$ cat src/rtl/slope_mon_pkg.sv
// package for the hottest-channel and temperature slope monitor
// assumes an 8-bit register port and 8-bit temperature upper bytes
package slope_mon_pkg;

  // channel count and widths
  localparam int NUM_CH = 5;
  localparam int NUM_SLOPE = 2;
  localparam int TW = 8;
  localparam int QW = 12;  // 9 integer bits plus 3 fraction bits
  localparam int CW = 9;   // sample counter width

  // temperature channel indices
  localparam int CH_EXT1 = 1;
  localparam int CH_EXT2 = 2;
  localparam int CH_EXT3 = 3;

  // register offsets
  localparam logic [7:0] A_GAIN = 8'h3D;
  localparam logic [7:0] A_CONFIG = 8'h3E;
  localparam logic [7:0] A_STATUS = 8'h3F;
  localparam logic [7:0] A_RES_HI_1 = 8'h40;
  localparam logic [7:0] A_LIM_HI_1 = 8'h41;
  localparam logic [7:0] A_LIM_LO_1 = 8'h42;
  localparam logic [7:0] A_SAMPLES_1 = 8'h43;
  localparam logic [7:0] A_RES_HI_23 = 8'h44;
  localparam logic [7:0] A_RES_LO = 8'h45;
  localparam logic [7:0] A_LIM_HI_23 = 8'h46;
  localparam logic [7:0] A_LIM_LO_23 = 8'h47;
  localparam logic [7:0] A_SAMPLES_23 = 8'h48;
  localparam logic [7:0] A_PERIOD_A = 8'h49;
  localparam logic [7:0] A_PERIOD_B = 8'h4A;
  localparam logic [7:0] A_OVERALL_A = 8'h4D;
  localparam logic [7:0] A_OVERALL_B = 8'h4F;

  // field positions
  localparam int GAIN_CH1_LSB = 0;  // gain code bits [2:0], ch23 [5:3]
  localparam int GAIN_CH23_LSB = 3;
  localparam int GAIN_CW = 3;
  localparam int SAMP_CW = 3;       // samples = 2**code + 1
  localparam int CFG_MASK_BIT = 6;
  localparam int CFG_EN_BIT = 5;
  localparam int CFG_HYST_W = 4;    // hysteresis in bits [3:0]
  localparam int ST_LIM1_BIT = 7;
  localparam int ST_LIM23_BIT = 6;
  localparam int ST_CHG1_BIT = 5;
  localparam int ST_CHG23_BIT = 4;
  localparam int FRAC_SHIFT = 3;

  // reset values
  localparam logic [7:0] REG_RST = 8'h00;
  localparam logic [CW-1:0] CNT_RST = 9'h000;
  localparam logic [QW-1:0] RES_RST = 12'h000;

  // saturation bounds of the slope result
  localparam logic signed [19:0] Q_MAX = 20'sh007FF;
  localparam logic signed [19:0] Q_MIN = -20'sh00800;

endpackage

$ cat src/rtl/slope_monitor.sv
// hottest-of comparison and temperature slope logic after each conversion
// assumes conversion results arrive as upper bytes with a one-cycle strobe,
// and that the serial front end presents decoded register reads and writes
module slope_monitor
  import slope_mon_pkg::*;
(
  // clock and reset
  input wire logic i_clk_sys,
  input wire logic i_sys_rst,
  // conversion results
  input wire logic i_conv_done,
  input wire logic [slope_mon_pkg::TW-1:0] i_temp_int,
  input wire logic [slope_mon_pkg::TW-1:0] i_temp_ext1,
  input wire logic [slope_mon_pkg::TW-1:0] i_temp_ext2,
  input wire logic [slope_mon_pkg::TW-1:0] i_temp_ext3,
  input wire logic [slope_mon_pkg::TW-1:0] i_temp_ext4,
  // hottest-of configuration
  input wire logic [slope_mon_pkg::NUM_CH-1:0] i_hot_select,
  input wire logic i_remember_hottest_enable,
  input wire logic i_hot_change_clear,
  // package options
  input wire logic i_second_anti_parallel,
  input wire logic i_single_remote,
  // register port
  input wire logic i_reg_wr,
  input wire logic i_reg_rd,
  input wire logic [7:0] i_reg_addr,
  input wire logic [7:0] i_reg_wdata,
  output logic [7:0] o_reg_rdata,
  // hottest results
  output logic [slope_mon_pkg::TW-1:0] o_hottest_temp,
  output logic [slope_mon_pkg::NUM_CH-1:0] o_hottest_status,
  output logic o_hottest_changed,
  // alert pin, low while asserted
  output logic o_alert_n
);

  ////////////////////////////////////////////////////////////////////////////
  // helpers
  // scaled difference with three fraction bits, saturated to the result
  function automatic logic [QW-1:0] slope_calc(
    input logic [TW-1:0] t_end,
    input logic [TW-1:0] t_start,
    input logic [GAIN_CW-1:0] g,
    input logic [SAMP_CW-1:0] n
  );
    logic signed [19:0] d;
    d = {12'h000, t_end} - {12'h000, t_start};
    d = d <<< (g + FRAC_SHIFT);
    d = d >>> n;
    if (d > Q_MAX) begin
      slope_calc = Q_MAX[QW-1:0];
    end else if (d < Q_MIN) begin
      slope_calc = Q_MIN[QW-1:0];
    end else begin
      slope_calc = d[QW-1:0];
    end
  endfunction
  // signed 9-bit compare: a positive limit trips above, a negative below
  function automatic logic over_limit(
    input logic [8:0] res,
    input logic [8:0] lim
  );
    if (lim[8]) begin
      over_limit = $signed(res) < $signed(lim);
    end else begin
      over_limit = $signed(res) > $signed(lim);
    end
  endfunction
  function automatic logic [TW-1:0] max8(
    input logic [TW-1:0] a,
    input logic [TW-1:0] b
  );
    max8 = (a > b) ? a : b;
  endfunction

  ////////////////////////////////////////////////////////////////////////////
  // programmable registers
  logic [7:0] gain_r;
  logic [7:0] config_r;
  logic [7:0] lim_hi_r [NUM_SLOPE];
  logic [7:0] lim_lo_r [NUM_SLOPE];
  logic [7:0] samples_r [NUM_SLOPE];
  // host writes; unmapped and read-only offsets are ignored
  always_ff @(posedge i_clk_sys or posedge i_sys_rst) begin
    if (i_sys_rst) begin
      gain_r <= REG_RST;
      config_r <= REG_RST;
      for (int i = 0; i < NUM_SLOPE; i++) begin
        lim_hi_r[i] <= REG_RST;
        lim_lo_r[i] <= REG_RST;
        samples_r[i] <= REG_RST;
      end
    end else if (i_reg_wr) begin
      case (i_reg_addr)
        A_GAIN: gain_r <= i_reg_wdata;
        A_CONFIG: config_r <= i_reg_wdata;
        A_LIM_HI_1: lim_hi_r[0] <= i_reg_wdata;
        A_LIM_LO_1: lim_lo_r[0] <= i_reg_wdata;
        A_SAMPLES_1: samples_r[0] <= i_reg_wdata;
        A_LIM_HI_23: lim_hi_r[1] <= i_reg_wdata;
        A_LIM_LO_23: lim_lo_r[1] <= i_reg_wdata;
        A_SAMPLES_23: samples_r[1] <= i_reg_wdata;
        default: ;
      endcase
    end
  end

  ////////////////////////////////////////////////////////////////////////////
  // hottest-of comparison
  logic [TW-1:0] temp_ch [NUM_CH];
  logic [TW-1:0] hot_max;
  logic [NUM_CH-1:0] hot_tie;
  assign temp_ch[0] = i_temp_int;
  assign temp_ch[1] = i_temp_ext1;
  assign temp_ch[2] = i_temp_ext2;
  assign temp_ch[3] = i_temp_ext3;
  assign temp_ch[4] = i_temp_ext4;
  always_comb begin
    hot_max = '0;
    for (int i = 0; i < NUM_CH; i++) begin
      if (i_hot_select[i]) begin
        hot_max = max8(hot_max, temp_ch[i]);
      end
    end
  end
  always_comb begin
    for (int i = 0; i < NUM_CH; i++) begin
      hot_tie[i] = i_hot_select[i] && (temp_ch[i] == hot_max);
    end
  end
  always_ff @(posedge i_clk_sys or posedge i_sys_rst) begin
    if (i_sys_rst) begin
      o_hottest_temp <= '0;
      o_hottest_status <= '0;
    end else if (i_conv_done) begin
      o_hottest_temp <= hot_max;
      o_hottest_status <= hot_tie;
    end
  end
  // hottest change event, sticky; a new event beats the clear
  always_ff @(posedge i_clk_sys or posedge i_sys_rst) begin
    if (i_sys_rst) begin
      o_hottest_changed <= 1'b0;
    end else if (i_conv_done && i_remember_hottest_enable &&
                 (o_hottest_status != '0) && (hot_tie != o_hottest_status)) begin
      o_hottest_changed <= 1'b1;
    end else if (i_hot_change_clear) begin
      o_hottest_changed <= 1'b0;
    end
  end

  ////////////////////////////////////////////////////////////////////////////
  // slope channel selection
  logic slope_en;
  logic [NUM_SLOPE-1:0] ch_active;
  logic [TW-1:0] slope_temp [NUM_SLOPE];
  logic [GAIN_CW-1:0] gain_code [NUM_SLOPE];
  logic [SAMP_CW-1:0] samp_code [NUM_SLOPE];
  logic [CFG_HYST_W-1:0] hyst;
  assign slope_en = config_r[CFG_EN_BIT];
  assign hyst = config_r[CFG_HYST_W-1:0];
  // diode three replaces diode two when anti-parallel
  assign slope_temp[0] = temp_ch[CH_EXT1];
  assign slope_temp[1] = i_second_anti_parallel ? temp_ch[CH_EXT3]
                                                : temp_ch[CH_EXT2];
  // single remote variant runs channel one only
  assign ch_active[0] = slope_en;
  assign ch_active[1] = slope_en && !i_single_remote;
  assign gain_code[0] = gain_r[GAIN_CH1_LSB +: GAIN_CW];
  assign gain_code[1] = gain_r[GAIN_CH23_LSB +: GAIN_CW];
  assign samp_code[0] = samples_r[0][SAMP_CW-1:0];
  assign samp_code[1] = samples_r[1][SAMP_CW-1:0];

  ////////////////////////////////////////////////////////////////////////////
  // per-channel slope tracking
  logic [CW-1:0] cnt_r [NUM_SLOPE];
  logic [TW-1:0] start_r [NUM_SLOPE];
  logic [TW-1:0] prev_r [NUM_SLOPE];
  logic [NUM_SLOPE-1:0] dir_down_r;
  logic [TW-1:0] period_max_r [NUM_SLOPE];
  logic [QW-1:0] result_r [NUM_SLOPE];
  // per-conversion decode for each channel
  logic [NUM_SLOPE-1:0] step;
  logic [NUM_SLOPE-1:0] last;
  logic [NUM_SLOPE-1:0] reversal;
  logic [NUM_SLOPE-1:0] exceed;
  logic [TW-1:0] pmax_nxt [NUM_SLOPE];
  logic [QW-1:0] result_nxt [NUM_SLOPE];
  always_comb begin
    logic [8:0] d;
    logic [8:0] mag;
    d = '0;
    mag = '0;
    for (int i = 0; i < NUM_SLOPE; i++) begin
      step[i] = i_conv_done && ch_active[i];
      // period is 2**code + 1 samples, so the last has index 2**code
      last[i] = step[i] && (cnt_r[i] == (CNT_RST | (9'h001 << samp_code[i])));
      d = {1'b0, slope_temp[i]} - {1'b0, prev_r[i]};
      mag = d[8] ? (~d + 9'h001) : d;
      reversal[i] = step[i] && (cnt_r[i] > 9'h001) &&
                    (d[8] != dir_down_r[i]) && (d != '0) &&
                    (mag > {5'h00, hyst});
      pmax_nxt[i] = (cnt_r[i] == CNT_RST) ? slope_temp[i]
                                          : max8(period_max_r[i],
                                                 slope_temp[i]);
      // gained difference over samples minus one
      result_nxt[i] = slope_calc(slope_temp[i], start_r[i], gain_code[i],
                                 samp_code[i]);
      // signed compare of 9-bit result against 9-bit limit
      exceed[i] = last[i] && over_limit(result_nxt[i][QW-1:FRAC_SHIFT],
                                        {lim_hi_r[i], lim_lo_r[i][7]});
    end
  end
  // sample counter, start and previous samples, direction
  always_ff @(posedge i_clk_sys or posedge i_sys_rst) begin
    if (i_sys_rst) begin
      dir_down_r <= '0;
      for (int i = 0; i < NUM_SLOPE; i++) begin
        cnt_r[i] <= CNT_RST;
        start_r[i] <= '0;
        prev_r[i] <= '0;
      end
    end else begin
      for (int i = 0; i < NUM_SLOPE; i++) begin
        if (!ch_active[i]) begin
          cnt_r[i] <= CNT_RST;  // disabled channels restart their period
        end else if (step[i]) begin
          prev_r[i] <= slope_temp[i];
          if (cnt_r[i] == CNT_RST) begin
            start_r[i] <= slope_temp[i];
          end
          // reference direction from first two samples
          if (cnt_r[i] == 9'h001) begin
            dir_down_r[i] <= slope_temp[i] < prev_r[i];
          end else if (reversal[i]) begin
            dir_down_r[i] <= ~dir_down_r[i];
          end
          cnt_r[i] <= last[i] ? CNT_RST : cnt_r[i] + 9'h001;
        end
      end
    end
  end
  // period maximum, restarts with the first sample of a period
  always_ff @(posedge i_clk_sys or posedge i_sys_rst) begin
    if (i_sys_rst) begin
      for (int i = 0; i < NUM_SLOPE; i++) begin
        period_max_r[i] <= '0;
      end
    end else begin
      for (int i = 0; i < NUM_SLOPE; i++) begin
        if (step[i]) begin
          period_max_r[i] <= pmax_nxt[i];
        end
      end
    end
  end
  // result loaded only at a period's last conversion
  always_ff @(posedge i_clk_sys or posedge i_sys_rst) begin
    if (i_sys_rst) begin
      for (int i = 0; i < NUM_SLOPE; i++) begin
        result_r[i] <= RES_RST;
      end
    end else begin
      for (int i = 0; i < NUM_SLOPE; i++) begin
        if (last[i]) begin
          result_r[i] <= result_nxt[i];
        end
      end
    end
  end

  ////////////////////////////////////////////////////////////////////////////
  // overall maximum, cleared on read
  logic [TW-1:0] overall_r [NUM_SLOPE];
  logic [NUM_SLOPE-1:0] overall_rd;
  assign overall_rd[0] = i_reg_rd && (i_reg_addr == A_OVERALL_A);
  assign overall_rd[1] = i_reg_rd && (i_reg_addr == A_OVERALL_B);
  // update at period end; an update beats a read clear
  always_ff @(posedge i_clk_sys or posedge i_sys_rst) begin
    if (i_sys_rst) begin
      for (int i = 0; i < NUM_SLOPE; i++) begin
        overall_r[i] <= '0;
      end
    end else begin
      for (int i = 0; i < NUM_SLOPE; i++) begin
        if (last[i]) begin
          overall_r[i] <= overall_rd[i] ? pmax_nxt[i]
                                        : max8(overall_r[i], pmax_nxt[i]);
        end else if (overall_rd[i]) begin
          overall_r[i] <= '0;
        end
      end
    end
  end

  ////////////////////////////////////////////////////////////////////////////
  // slope status and alert
  logic [7:0] status_r;
  logic [7:0] status_set;
  logic status_rd;
  assign status_rd = i_reg_rd && (i_reg_addr == A_STATUS);
  // events raised by this cycle's conversion
  always_comb begin
    status_set = '0;
    status_set[ST_LIM1_BIT] = exceed[0];
    status_set[ST_LIM23_BIT] = exceed[1];
    status_set[ST_CHG1_BIT] = reversal[0];
    status_set[ST_CHG23_BIT] = reversal[1];
  end
  // sticky until read; a new event in the read cycle survives
  // the mask does not touch this register
  always_ff @(posedge i_clk_sys or posedge i_sys_rst) begin
    if (i_sys_rst) begin
      status_r <= REG_RST;
    end else begin
      status_r <= (status_rd ? REG_RST : status_r) | status_set;
    end
  end
  // status then mask then pin; the count stage here is one hit
  // hottest change also drives the pin
  always_ff @(posedge i_clk_sys or posedge i_sys_rst) begin
    if (i_sys_rst) begin
      o_alert_n <= 1'b1;
    end else begin
      o_alert_n <= !(o_hottest_changed ||
                     (!config_r[CFG_MASK_BIT] &&
                      (status_r[ST_LIM1_BIT] || status_r[ST_LIM23_BIT])));
    end
  end

  ////////////////////////////////////////////////////////////////////////////
  // register read data
  // high byte holds the upper 8 of the 9 integer bits
  // shared low byte: ch23 lsb and fraction high, ch1 low
  always_ff @(posedge i_clk_sys or posedge i_sys_rst) begin
    if (i_sys_rst) begin
      o_reg_rdata <= REG_RST;
    end else if (i_reg_rd) begin
      case (i_reg_addr)
        A_GAIN: o_reg_rdata <= gain_r;
        A_CONFIG: o_reg_rdata <= config_r;
        A_STATUS: o_reg_rdata <= status_r;
        A_RES_HI_1: o_reg_rdata <= result_r[0][QW-1:FRAC_SHIFT+1];
        A_LIM_HI_1: o_reg_rdata <= lim_hi_r[0];
        A_LIM_LO_1: o_reg_rdata <= lim_lo_r[0];
        A_SAMPLES_1: o_reg_rdata <= samples_r[0];
        A_RES_HI_23: o_reg_rdata <= result_r[1][QW-1:FRAC_SHIFT+1];
        A_RES_LO: o_reg_rdata <= {result_r[1][FRAC_SHIFT:0],
                                  result_r[0][FRAC_SHIFT:0]};
        A_LIM_HI_23: o_reg_rdata <= lim_hi_r[1];
        A_LIM_LO_23: o_reg_rdata <= lim_lo_r[1];
        A_SAMPLES_23: o_reg_rdata <= samples_r[1];
        A_PERIOD_A: o_reg_rdata <= period_max_r[0];
        A_PERIOD_B: o_reg_rdata <= period_max_r[1];
        A_OVERALL_A: o_reg_rdata <= overall_r[0];
        A_OVERALL_B: o_reg_rdata <= overall_r[1];
        default: o_reg_rdata <= REG_RST;
      endcase
    end
  end

endmodule

$ cat config.mk
export PLATFORM = sky130hd
export DESIGN_NAME = slope_monitor
export DESIGN_NICKNAME = d
export VERILOG_FILES = /design/src/rtl/slope_mon_pkg.sv /design/src/rtl/slope_monitor.sv
export SDC_FILE = /design/constraint.sdc
export NUM_CORES = 1
export LEC_CHECK = 0
export BUFFER_PORTS_ARGS = -buffer_cell sky130_fd_sc_hd__buf_2
export CAP_MARGIN = 20
export CORE_MARGIN = 1
export CORE_UTILIZATION = 35
export CTS_CLUSTER_SIZE = 40
export DETAILED_ROUTE_END_ITERATION = 7
export GPL_TIMING_DRIVEN = 0
export MAX_ROUTING_LAYER = met4
export PLACE_DENSITY_LB_ADDON = 0.12
export SYNTH_ARGS = -nofsm -noshare
export SYNTH_HDL_FRONTEND = slang
export SYNTH_SLANG_ARGS = --single-unit
export TNS_END_PERCENT = 50
$ cat constraint.sdc
create_clock -name i_clk_sys -period 9.3 [get_ports i_clk_sys]
set_clock_uncertainty 0.2 [all_clocks]
set_input_delay 2.79 -clock i_clk_sys [delete_from_list [all_inputs] [get_ports i_clk_sys]]
set_output_delay 2.79 -clock i_clk_sys [all_outputs]
set_load 0.03 [all_outputs]
==> impl_results.md, run 1 <==
- RSZ-0062 raised after global routing: true
- GRT overflow: 0
- Worst hold path class: reg2reg
- Post-Route WL: 69210 µm
- Final Core Density: 0.4292
- CP max stage delay: 540 ps
- Worst Hold Launch: o_hottest_changed
- VDD IR max: 0.0001464 V
- Die X: 230.7 µm
- Compound-Gate Fraction of Synth Area: 0.2792
- PortBufs: 86
- Register area share after synthesis: 0.2722
- Ys Warns: 0
- Footprint of the multi-input gates: 13200 µm²
- Worst setup EP type: flop
- CP most frequent cell: nand2_2
- CTS Sinks: 199
- Sw power: 1974 µW
- Tcrit/Tclk final: 1.134
- Num CTS Buffers: 17
- Status: complete, but fails checks
- Final setup vio count: 8
- Sequential power share: 0.237
- Number of enable flip-flop cells after synthesis: 0
- # DRC: 0
- Routability cong.: 0.9275
- Initial drt markers: 1657
- CP arrival: 10690 ps
- FF-to-FF End: status_r[7]
- Sw frac: 0.4441
- Multiplexer area fraction after synthesis: 0.08027
- CP max-delay cell: or4_4
- Mapped Avg Cell Area: 8.169 µm²
- Pwr Total: 4446 µW
- GRT Total Usage: 0.2649
- Clock power frac: 0.182
- Combinational family with the most area after synthesis: compound AO/OA/AOI/OAI gates
- WHS Endpoint: o_alert_n
- Clock buffer depth: 2
- HPWL Detailed: 52010 µm
- Worst path required time: 9450 ps
- Reg area: 4981 µm²
- Vias after detailed routing: 18701
- Max-slew violations: 0
- Largest net degree at the start of global routing: 122
- Max-Cap Viols: 0
- CP Class: in2reg
- Drt first pass iters: 5
- Yosys cell types: 98
- Yosys reg bits: 199
- Antenna violations before repair: 1
- Starting density of the core: 0.3553
- DR WL/cell: 22.08 µm
- Syn Inst Count: 2240
- TritonCTS clock tree: built
- Number of global-route vias before repair: 17952
- P_leak: 0.009492 µW
- Fmax: 94.86 MHz
- Vert. Die Dim: 230.7 µm
- Vias per inst: 5.967
- Global-route wire length before repair: 106100 µm
- Die area: 53200 µm²
- Gate power share: 0.581
- Placed cell count: 3014
- Post-Synth Simple-Gate Area: 0.1951
- Post-CTS Hold Buffers: 0
- Share of layout cells above drive strength 1: 0.1940
- Top Ports: 93
- Worst Tran Pin Value: 1020 ps
- Post-Synth XOR/XNOR Area: 0.02393
- Crit Path Max Fanout: 8
- Worst skew pair latency: 490 ps
- Std cell rows: 83
- Synth Area in Adders: 0.09532
- Pint: 2472 µW
- Post-Syn Area: 18300 µm²
- Std-Cell Core Area: 51510 µm²
- Failing checks: negative setup slack
- Clock slew at reported path FFs: 80 ps
- Slew Limit Headroom: 0.3142
- Final WS setup: -1242 ps
- Clk root buf: clkbuf_16
- Synthesized Nets: 2447
- H-tree lvl count: 4
- PD cells: 201.1 nW/µm²
- Top_reg_cell synth: dfrtp_1
- Number of fill cells: 5244
- Final setup TNS: -5242 ps
- Startpoint Class: primary input
- Final net count: 2647
- WHS: 259.0 ps
- Detail Route Antenna Nets: 0
- Min cycle time layout: 10540 ps
- Final Hold Violating Endpoints: 0
- Post-synth ARST share: 1.000
- FF-to-FF setup slack: 1880 ps
- Hold Crit Depth: 1
- Layout area overhead: 20.81%
- Worst r2r src: gain_r[0]
- Fin cells: 3134
- R2R cell count: 29
==> Yosys cell counts (43+ instances only) <==
cell type  instances  share of area
nand3_1           51          0.014
nor3_1            44          0.012
mux2_2            82          0.050
a31oi_1           43          0.015
nor2_1           184          0.038
a21oi_1          108          0.030
clkbuf_1          91          0.019
inv_1            147          0.030
ha_1             133          0.091
o21ai_0          157          0.043
nand2_1          220          0.045
dfrtp_1          198           0.27
==> critical path, delay by kind of cell <==
kind	cells	cell delay [ps]
AND/OR/NAND/NOR	14	3440
buffers and inverters	6	760
AO/OA/AOI/OAI	11	2480
adder cells (fa/ha/maj)	4	1090
XOR/XNOR	1	120
==> per-layer routing <==
layer / global-route usage / vias up / wire (µm)
met5: - / - / 0
met4: 0.08195 / 0 / 1791
met3: 0.03434 / 120 / 3274
met2: 0.4287 / 569 / 32730
met1: 0.3429 / 9200 / 31410
li1: - / 8812 / -
==> per-stage QoR <==
stage,area [µm²],setup slack [ps]
after floorplan,18510,-1344
after global placement,19790,-2925
after detailed placement,19880,-2954
after CTS,21810,-1195
after global routing,22110,-1512
final,22110,-1242
==> cells by family (layout without fill, tap and decap cells) <==
kind of cell             Yosys count  count (layout)
AO/OA/AOI/OAI                    734             734
XOR/XNOR                          50              50
adder cells (fa/ha/maj)          137             137
buffers and inverters            260             473
flip-flops                       199             199
multiplexers                     129             129
other                              0               1
AND/OR/NAND/NOR                  731             731
==> placed cells by master, fill, tap and decap left out, types with 25 or more instances in the layout <==
master,instances
nand2_1,207
dfrtp_1,198
nor2_1,180
o21ai_0,146
inv_1,138
ha_1,119
a21oi_1,104
buf_2,86
clkbuf_1,82
mux2_2,77
buf_4,73
nor3_1,40
nand3_1,39
nand4_1,39
mux2i_1,39
a31oi_1,34
nor2b_1,33
xnor2_1,32
a22oi_1,30
o21a_1,29
nand2b_1,27
a21o_1,27
o31ai_1,27
o211ai_1,26
and3_1,25
buf_6,25
==> power by group through the flow <==
stage / Clock (µW) / Combinational, µW / Sequential [µW]
final: 808 / 2580 / 1050
after global routing: 860 / 2830 / 1070
after CTS: 827 / 2510 / 1050
after detailed placement: 0 / 2160 / 1070
after global placement: 0 / 2130 / 1070
after floorplan: 0 / 1570 / 1080
==> sequential cells by signal (all words and copies together), names as in the netlist, 2 cells and up <==
register          cells
lim_lo_r             16
o_reg_rdata           8
o_hottest_temp        8
o_hottest_status      5
status_r              4
samp_code             6
period_max_r         16
lim_hi_r             16
gain_r                8
result_r             24
dir_down_r            2
prev_r               16
cnt_r                18
start_r              16
overall_r            16
samples_r            10
config_r              8
==> worst max-delay path by stage <==
| stage | startpoint | to | slack (ps) | depth (start not counted) |
|---|---|---|---|---|
| 3_3_place_gp | i_temp_ext1[1] | o_hottest_changed | -2920 | 40 |
| 5_1_grt | i_temp_int[7] | o_hottest_changed | -1510 | 38 |
| 2_1_floorplan | i_hot_select[0] | o_hottest_changed | -1340 | 37 |
| 3_5_place_dp | i_temp_ext1[1] | o_hottest_changed | -2950 | 40 |
| 4_1_cts | i_temp_int[5] | o_hottest_changed | -1200 | 41 |
| 6_report | i_temp_int[7] | o_hottest_changed | -1240 | 36 |
==> repair_timing <==
action	CTS	global route
gates cloned	3	0
resized for setup	151	61
setup buffers	71	18
setup endpoints to repair	16	16
pin swaps	56	54
==> final cells by class <==
cell class / instances / area share
timing repair buffer: 184 / 0.06050
clock inverter: 13 / 0.007697
multi-input combinational: 1781 / 0.5970
clock buffer: 19 / 0.02049
inverter: 150 / 0.02705
antenna: 1 / 0.0001132
sequential: 199 / 0.2253
tap: 680 / 0.03849
buffer: 107 / 0.02337
(Power assumes the default switching activity.)
==> run 2: changes to the inputs <==
Settings changed: BUFFER_PORTS_ARGS -buffer_cell sky130_fd_sc_hd__buf_2 to -buffer_cell sky130_fd_sc_hd__buf_4, CTS_BUF_LIST from default to sky130_fd_sc_hd__clkbuf_4 sky130_fd_sc_hd__clkbuf_8.
==> run 2 against run 1 <==
  * The flow still finishes with violations (negative setup slack)
  * Critical endpoint unchanged
  * Fmax grew 2.2%
  * Via count fell by 0.55%
  * Sequential share of layout area increased by 0.36 points
  * First-iteration DRC count fell by 8.3%
  * Largest power group unchanged
  * Final area shrank 1.6%
  * Largest cell class unchanged
  * Die area stayed put
  * Critical path type unchanged
  * Setup slack better by 230 ps
==> impl_results.md, run 2 (synthesis gave the netlist of run 1 again) <==
- FF-to-FF setup slack: 2010 ps (was 1880 ps)
- Clk root buf: clkbuf_8 (was clkbuf_16)
- Commonest non-fill, non-tap cell in the layout: nand2_1 (unchanged)
- Reg area: 4981 µm² (unchanged)
- Die area: 53200 µm² (unchanged)
- CP Class: in2reg (unchanged)
- FF-to-FF End: status_r[7] (unchanged)
- Worst skew pair latency: 590 ps (was 490 ps)
- Min cycle time layout: 10310 ps (was 10540 ps)
- Fin cells: 3112 (was 3134)
- Final setup TNS: -2769 ps (was -5242 ps)
- Worst path required time: 9550 ps (was 9450 ps)
- Top Ports: 93 (unchanged)
- Initial drt markers: 1520 (was 1657)
- GRT Total Usage: 0.2631 (was 0.2649)
- Final net count: 2625 (was 2647)
- Placed cell count: 3014 (unchanged)
- Largest net degree at the start of global routing: 109 (was 122)
- Status: complete, but fails checks (unchanged)
- Worst Hold Launch: o_hottest_changed (unchanged)
- Failing checks: negative setup slack (unchanged)
- Biggest regs: result_r x24, cnt_r x18 (unchanged)
- Vert. Die Dim: 230.7 µm (unchanged)
- Max-slew violations: 0 (unchanged)
- Post-Place Cell Area: 20090 µm² (was 19880 µm²)
- Post-route cell area: 21760 µm² (was 22110 µm²)
- Number of global-route vias before repair: 17932 (was 17952)
- R2R cell count: 29 (unchanged)
- PD cells: 189.4 nW/µm² (was 201.1 nW/µm²)
- WHS Endpoint: o_alert_n (unchanged)
- Layout area overhead: 18.93% (was 20.81%)
- PortBufs: 86 (unchanged)
- Slew Limit Headroom: 0.2913 (was 0.3142)
- Critical path launch point: i_temp_int[7] (unchanged)
- GRT overflow: 0 (unchanged)
- Clock buffer depth: 2 (unchanged)
- Startpoint Class: primary input (unchanged)
- Final setup vio count: 6 (was 8)
- WHS: 238.2 ps (was 259.0 ps)
- CTS Sinks: 199 (unchanged)
- Crit Path Max Fanout: 7 (was 8)
- CP max stage delay: 510 ps (was 540 ps)
- Most frequent cells in the layout: 211 x nand2_1, 198 x dfrtp_1, 181 x nor2_1, 150 x o21ai_0, 142 x buf_4 (was 207 x nand2_1, 198 x dfrtp_1, 180 x nor2_1, 146 x o21ai_0, 138 x inv_1)
- Metal2 WL: 32080 µm (was 32730 µm)
- VDD IR max: 0.00008221 V (was 0.0001464 V)
- Worst hold path class: reg2reg (unchanged)
- TritonCTS clock tree: built (unchanged)
- Routability cong.: 0.9363 (was 0.9275)
- Clock slew at reported path FFs: 120 ps (was 80 ps)
- RSZ-0062 raised after global routing: true (unchanged)
- Largest register FFs: 24 (unchanged)
- Number of fill cells: 5286 (was 5244)
- Final WS setup: -1015 ps (was -1242 ps)
- HPWL Detailed: 52130 µm (was 52010 µm)
- Post-Route WL: 68350 µm (was 69210 µm)
- Vias per inst: 5.977 (was 5.967)
- Num CTS Buffers: 17 (unchanged)
- Worst Tran Pin Value: 1055 ps (was 1020 ps)
- P_leak: 0.009255 µW (was 0.009492 µW)
- CP arrival: 10570 ps (was 10690 ps)
- Footprint of the multi-input gates: 13050 µm² (was 13200 µm²)
- Std-Cell Core Area: 51510 µm² (unchanged)
- CP most frequent cell: buf_4 (was nand2_2)
- Tcrit/Tclk final: 1.109 (was 1.134)
- Uppermost layer routed: met4 (unchanged)
- Worst r2r src: gain_r[0] (unchanged)
- Most flops, register: result_r (unchanged)
- Share of layout cells above drive strength 1: 0.1810 (was 0.1940)
- Starting density of the core: 0.3553 (unchanged)
- Post-CTS Hold Buffers: 0 (unchanged)
- Hold Crit Depth: 1 (unchanged)
- Antenna violations before repair: 1 (unchanged)
- Global-route wire length before repair: 105800 µm (was 106100 µm)
- Wl on met1: 30980 µm (was 31410 µm)
- # DRC: 0 (unchanged)
- DR WL/cell: 21.96 µm (was 22.08 µm)
- Fmax: 96.95 MHz (was 94.86 MHz)
- Vias after detailed routing: 18599 (was 18701)
- Std cell rows: 83 (unchanged)
- Met3 Wirelength: 3561 µm (was 3274 µm)
- Final Hold Violating Endpoints: 0 (unchanged)
- CP max-delay cell: or4_4 (unchanged)
- H-tree lvl count: 4 (unchanged)
- Detail Route Antenna Nets: 0 (unchanged)
- Pwr Total: 4122 µW (was 4446 µW)
- Die X: 230.7 µm (unchanged)
- Drt first pass iters: 6 (was 5)
- Worst setup EP type: flop (unchanged)
- Max-Cap Viols: 0 (unchanged)
run 2: changes by cell type in the layout (fill, tap and decap cells not counted), moves of 4 or more:
cell       previous run  this run
mux2_4                5         0
inv_6                 4         0
mux2_2               77        82
clkbuf_16            20         3
buf_2                86         8
buf_4                73       142
clkbuf_8              2        18
nand2_1             207       211
nand3_2              10         6
nand3_1              39        44
o21ai_0             146       150
buf_6                25        10
run 2: what timing repair did:
action | in CTS | in global routing
gates resized for setup | 92 | 64
pin swaps | 45 | 17
gates cloned | 1 | 0
setup buffers | 48 | 17
setup endpoints to repair | 15 | 16
run 2: worst max path at each step:
stage | to | slack, ps | cells after the start
after floorplan | o_hottest_changed | -1340 | 37
after global placement | o_hottest_changed | -2720 | 37
after detailed placement | o_hottest_changed | -2730 | 37
after CTS | o_hottest_changed | -1050 | 37
after global routing | o_hottest_changed | -1270 | 36
final | o_hottest_changed | -1010 | 38
run 2: per-layer routing:
layer | vias up | GRT usage
li1 | 8761 | -
met1 | 9212 | 0.3420
met2 | 528 | 0.4185
met3 | 98 | 0.04274
met4 | 0 | 0.07864
met5 | - | -
run 2: power breakdown:
part | total (µW) | switching, µW | internal (µW)
registers | 1050 | 88.8 | 964
clock network | 608 | 394 | 214
logic | 2460 | 1430 | 1030
total | 4120 | 1910 | 2210
run 2: worst max-delay path, delay by kind of cell:
family / cells / cell delay [ps]
buffers and inverters: 8 / 1090
xor gates and xnor gates: 1 / 130
AOI/OAI and AO/OA: 11 / 2480
adders and majority gates: 4 / 1060
and+or+nand+nor: 14 / 2990
run 2: final cells by class:
class,count,share of cell area
plain buffers,108,0.02438
multi-input cells,1781,0.5997
inverters,150,0.02742
flip-flops and latches,199,0.2289
diodes,1,0.0001150
clock inverters,14,0.007934
clock buffers,18,0.01138
repair buffers,161,0.06106
well taps,680,0.03909
run 2: stage by stage:
stage,setup slack (ps),utilization
after floorplan,-1344,-
after global placement,-2717,0.3884
after detailed placement,-2731,0.3901
after CTS,-1047,0.4147
after global routing,-1272,0.4225
final,-1015,0.4225
==> run 3: changes to the inputs <==
Clock period 9.3 ns to 9.1 ns, I/O delays scaled along.
==> run 3 against run 2 <==
  * The run still ends with negative setup slack left
  * Sequential share of layout area about the same
  * Via count about the same
  * Wire length about the same
  * Cell count hardly changed
  * First-iteration DRC count down 5.0%
  * Core utilization up 0.083 points
  * Non-clock buffer count fell by 3
  * Sequential power about the same
  * Worst hold slack gained 6.0 ps
  * Setup slack worse by 150 ps
  * Clock power rose by 3%
  * Combinational power is 2% higher
  * Critical path type unchanged
==> impl_results.md, run 3 (synthesis gave the netlist of run 1 again) <==
- Die area: 53200 µm² (unchanged)
- Drt first pass iters: 6 (unchanged)
- Top Usage Layer GRT: met2 (unchanged)
- Biggest regs: result_r x24, cnt_r x18 (unchanged)
- R2R cell count: 29 (unchanged)
- Placed cell count: 3014 (unchanged)
- Sw power: 1965 µW (was 1913 µW)
- Slew Limit Headroom: 0.2924 (was 0.2913)
- WHS Endpoint: o_alert_n (unchanged)
- Sequential power share: 0.255 (was 0.256)
- Footprint of the multi-input gates: 13110 µm² (was 13050 µm²)
- CP arrival: 10520 ps (was 10570 ps)
- Starting density of the core: 0.3553 (unchanged)
- Final Hold Violating Endpoints: 0 (unchanged)
- Worst Hold Launch: o_hottest_changed (unchanged)
- Final setup vio count: 7 (was 6)
- Failing checks: negative setup slack (unchanged)
- WHS: 244.2 ps (was 238.2 ps)
- H-tree lvl count: 4 (unchanged)
- Status: complete, but fails checks (unchanged)
- Clk root buf: clkbuf_8 (unchanged)
- FF-to-FF End: status_r[7] (unchanged)
- CP max stage delay: 510 ps (about the same)
- Worst Tran Pin Value: 1053 ps (was 1055 ps)
- Antenna violations before repair: 1 (unchanged)
- GRT overflow: 0 (unchanged)
- DR WL/cell: 21.98 µm (was 21.96 µm)
- Global-route wire length before repair: 105800 µm (about the same)
- Largest net degree at the start of global routing: 109 (unchanged)
- Fin cells: 3109 (was 3112)
- FF-to-FF setup slack: 1880 ps (was 2010 ps)
- Met3 Resource Use GR: 0.04274 (unchanged)
- CP Class: in2reg (unchanged)
- Final net count: 2622 (was 2625)
- Crit Path Max Fanout: 7 (unchanged)
- CTS Sinks: 199 (unchanged)
- Num CTS Buffers: 17 (unchanged)
- GR Layer Usage met2: 0.4185 (unchanged)
- CP max-delay cell: or4_4 (unchanged)
- P_leak: 0.009247 µW (was 0.009255 µW)
- Top Ports: 93 (unchanged)
- Final Core Density: 0.4233 (was 0.4225)
- Max-Cap Viols: 0 (unchanged)
- Number of fill cells: 5280 (was 5286)
- Worst setup EP type: flop (unchanged)
- Clock power frac: 0.148 (about the same)
- Vert. Die Dim: 230.7 µm (unchanged)
- PortBufs: 86 (unchanged)
- Initial drt markers: 1444 (was 1520)
- Std cell rows: 83 (unchanged)
- Vias after detailed routing: 18600 (was 18599)
- Worst hold path class: reg2reg (unchanged)
- Detail Route Antenna Nets: 0 (unchanged)
- Number of global-route vias before repair: 17965 (was 17932)
- Commonest non-fill, non-tap cell in the layout: nand2_1 (unchanged)
- Gate power share: 0.597 (about the same)
- VDD IR max: 0.00008399 V (was 0.00008221 V)
- Clock buffer depth: 2 (unchanged)
- Clock slew at reported path FFs: 120 ps (about the same)
- RSZ-0062 raised after global routing: true (unchanged)
- Hold Crit Depth: 1 (unchanged)
- GRT Total Usage: 0.2631 (about the same)
- TritonCTS clock tree: built (unchanged)
- Layout area overhead: 19.17% (was 18.93%)
- CP most frequent cell: buf_4 (unchanged)
- Met1 Usage GRT: 0.3422 (was 0.3420)
- Worst r2r src: gain_r[0] (unchanged)
- Die X: 230.7 µm (unchanged)
- Startpoint Class: primary input (unchanged)
- Fmax: 97.45 MHz
- HPWL Detailed: 52130 µm (unchanged)
- Max-slew violations: 0 (unchanged)
- Std-Cell Core Area: 51510 µm² (unchanged)
- Share of layout cells above drive strength 1: 0.1837 (was 0.1810)
- PD cells: 193.7 nW/µm² (was 189.4 nW/µm²)
- Post-route cell area: 21810 µm² (was 21760 µm²)
- Most frequent cells in the layout: 211 x nand2_1, 198 x dfrtp_1, 180 x nor2_1, 149 x o21ai_0, 140 x buf_4 (was 211 x nand2_1, 198 x dfrtp_1, 181 x nor2_1, 150 x o21ai_0, 142 x buf_4)
- Pint: 2259 µW (was 2209 µW)
- # DRC: 0 (unchanged)
- Routability cong.: 0.9363 (unchanged)
- Post-Route WL: 68330 µm (was 68350 µm)
- Worst path required time: 9350 ps (was 9550 ps)
- Sw frac: 0.4651 (was 0.4641)
- Reg area: 4981 µm² (unchanged)
- Final setup TNS: -3554 ps (was -2769 ps)
- Tcrit/Tclk final: 1.128
- Post-Place Cell Area: 20090 µm² (unchanged)
- Most flops, register: result_r (unchanged)
- Min cycle time layout: 10260 ps
- Delay-heaviest family, CP: simple AND/OR/NAND/NOR gates (unchanged)
- Final WS setup: -1161 ps (was -1015 ps)
- Worst skew pair latency: 580 ps (was 590 ps)
- Largest register FFs: 24 (unchanged)
- Number of buffers and inverters on the critical path: 8 (unchanged)
- Vias per inst: 5.983 (was 5.977)
==> run 3: what timing repair did <==
| item | CTS | global route |
|---|---|---|
| setup buffers | 48 | 15 |
| pin swaps | 45 | 17 |
| resized for setup | 97 | 70 |
| setup endpoints to repair | 16 | 16 |
| gates cloned | 1 | 0 |
| hold buffers | 0 | 0 |
==> run 3: layer usage <==
layer,share of wire,routed length [µm],up-vias
met5,0,0,-
met4,0.024,1646,0
met3,0.053,3605,94
met2,0.47,32110,560
met1,0.45,30970,9197
li1,-,-,8749
==> run 3: per-stage QoR <==
step	power (µW)	worst slack, ps
5_1_grt	4538	-1412
6_report	4224	-1161
3_5_place_dp	3325	-2871
3_3_place_gp	3293	-2857
4_1_cts	4111	-1187
2_1_floorplan	2707	-1484
==> run 3: worst max path at each step <==
stage	start	to	depth (start not counted)
2_1_floorplan	i_hot_select[0]	o_hottest_changed	37
3_3_place_gp	i_temp_ext1[5]	o_hottest_changed	37
3_5_place_dp	i_temp_ext1[5]	o_hottest_changed	37
4_1_cts	i_temp_int[5]	o_hottest_changed	37
5_1_grt	i_temp_ext1[5]	o_hottest_changed	36
6_report	i_temp_int[7]	o_hottest_changed	38
==> run 3: area by class of cell <==
class,instances,share of cell area
antenna,1,0.0001148
buffer,107,0.02416
clock buffer,18,0.01136
clock inverter,14,0.007918
inverter,150,0.02754
multi-input combinational,1781,0.6012
sequential,199,0.2284
tap,680,0.03902
timing repair buffer,159,0.06025
==> run 3: power by group through the flow <==
stage                     Clock (µW)  Sequential (µW)  Combinational [µW]
after floorplan                    0             1100                1600
after global placement             0             1090                2200
after global routing             672             1090                2780
after CTS                        640             1080                2390
after detailed placement           0             1090                2230
final                            624             1080                2520
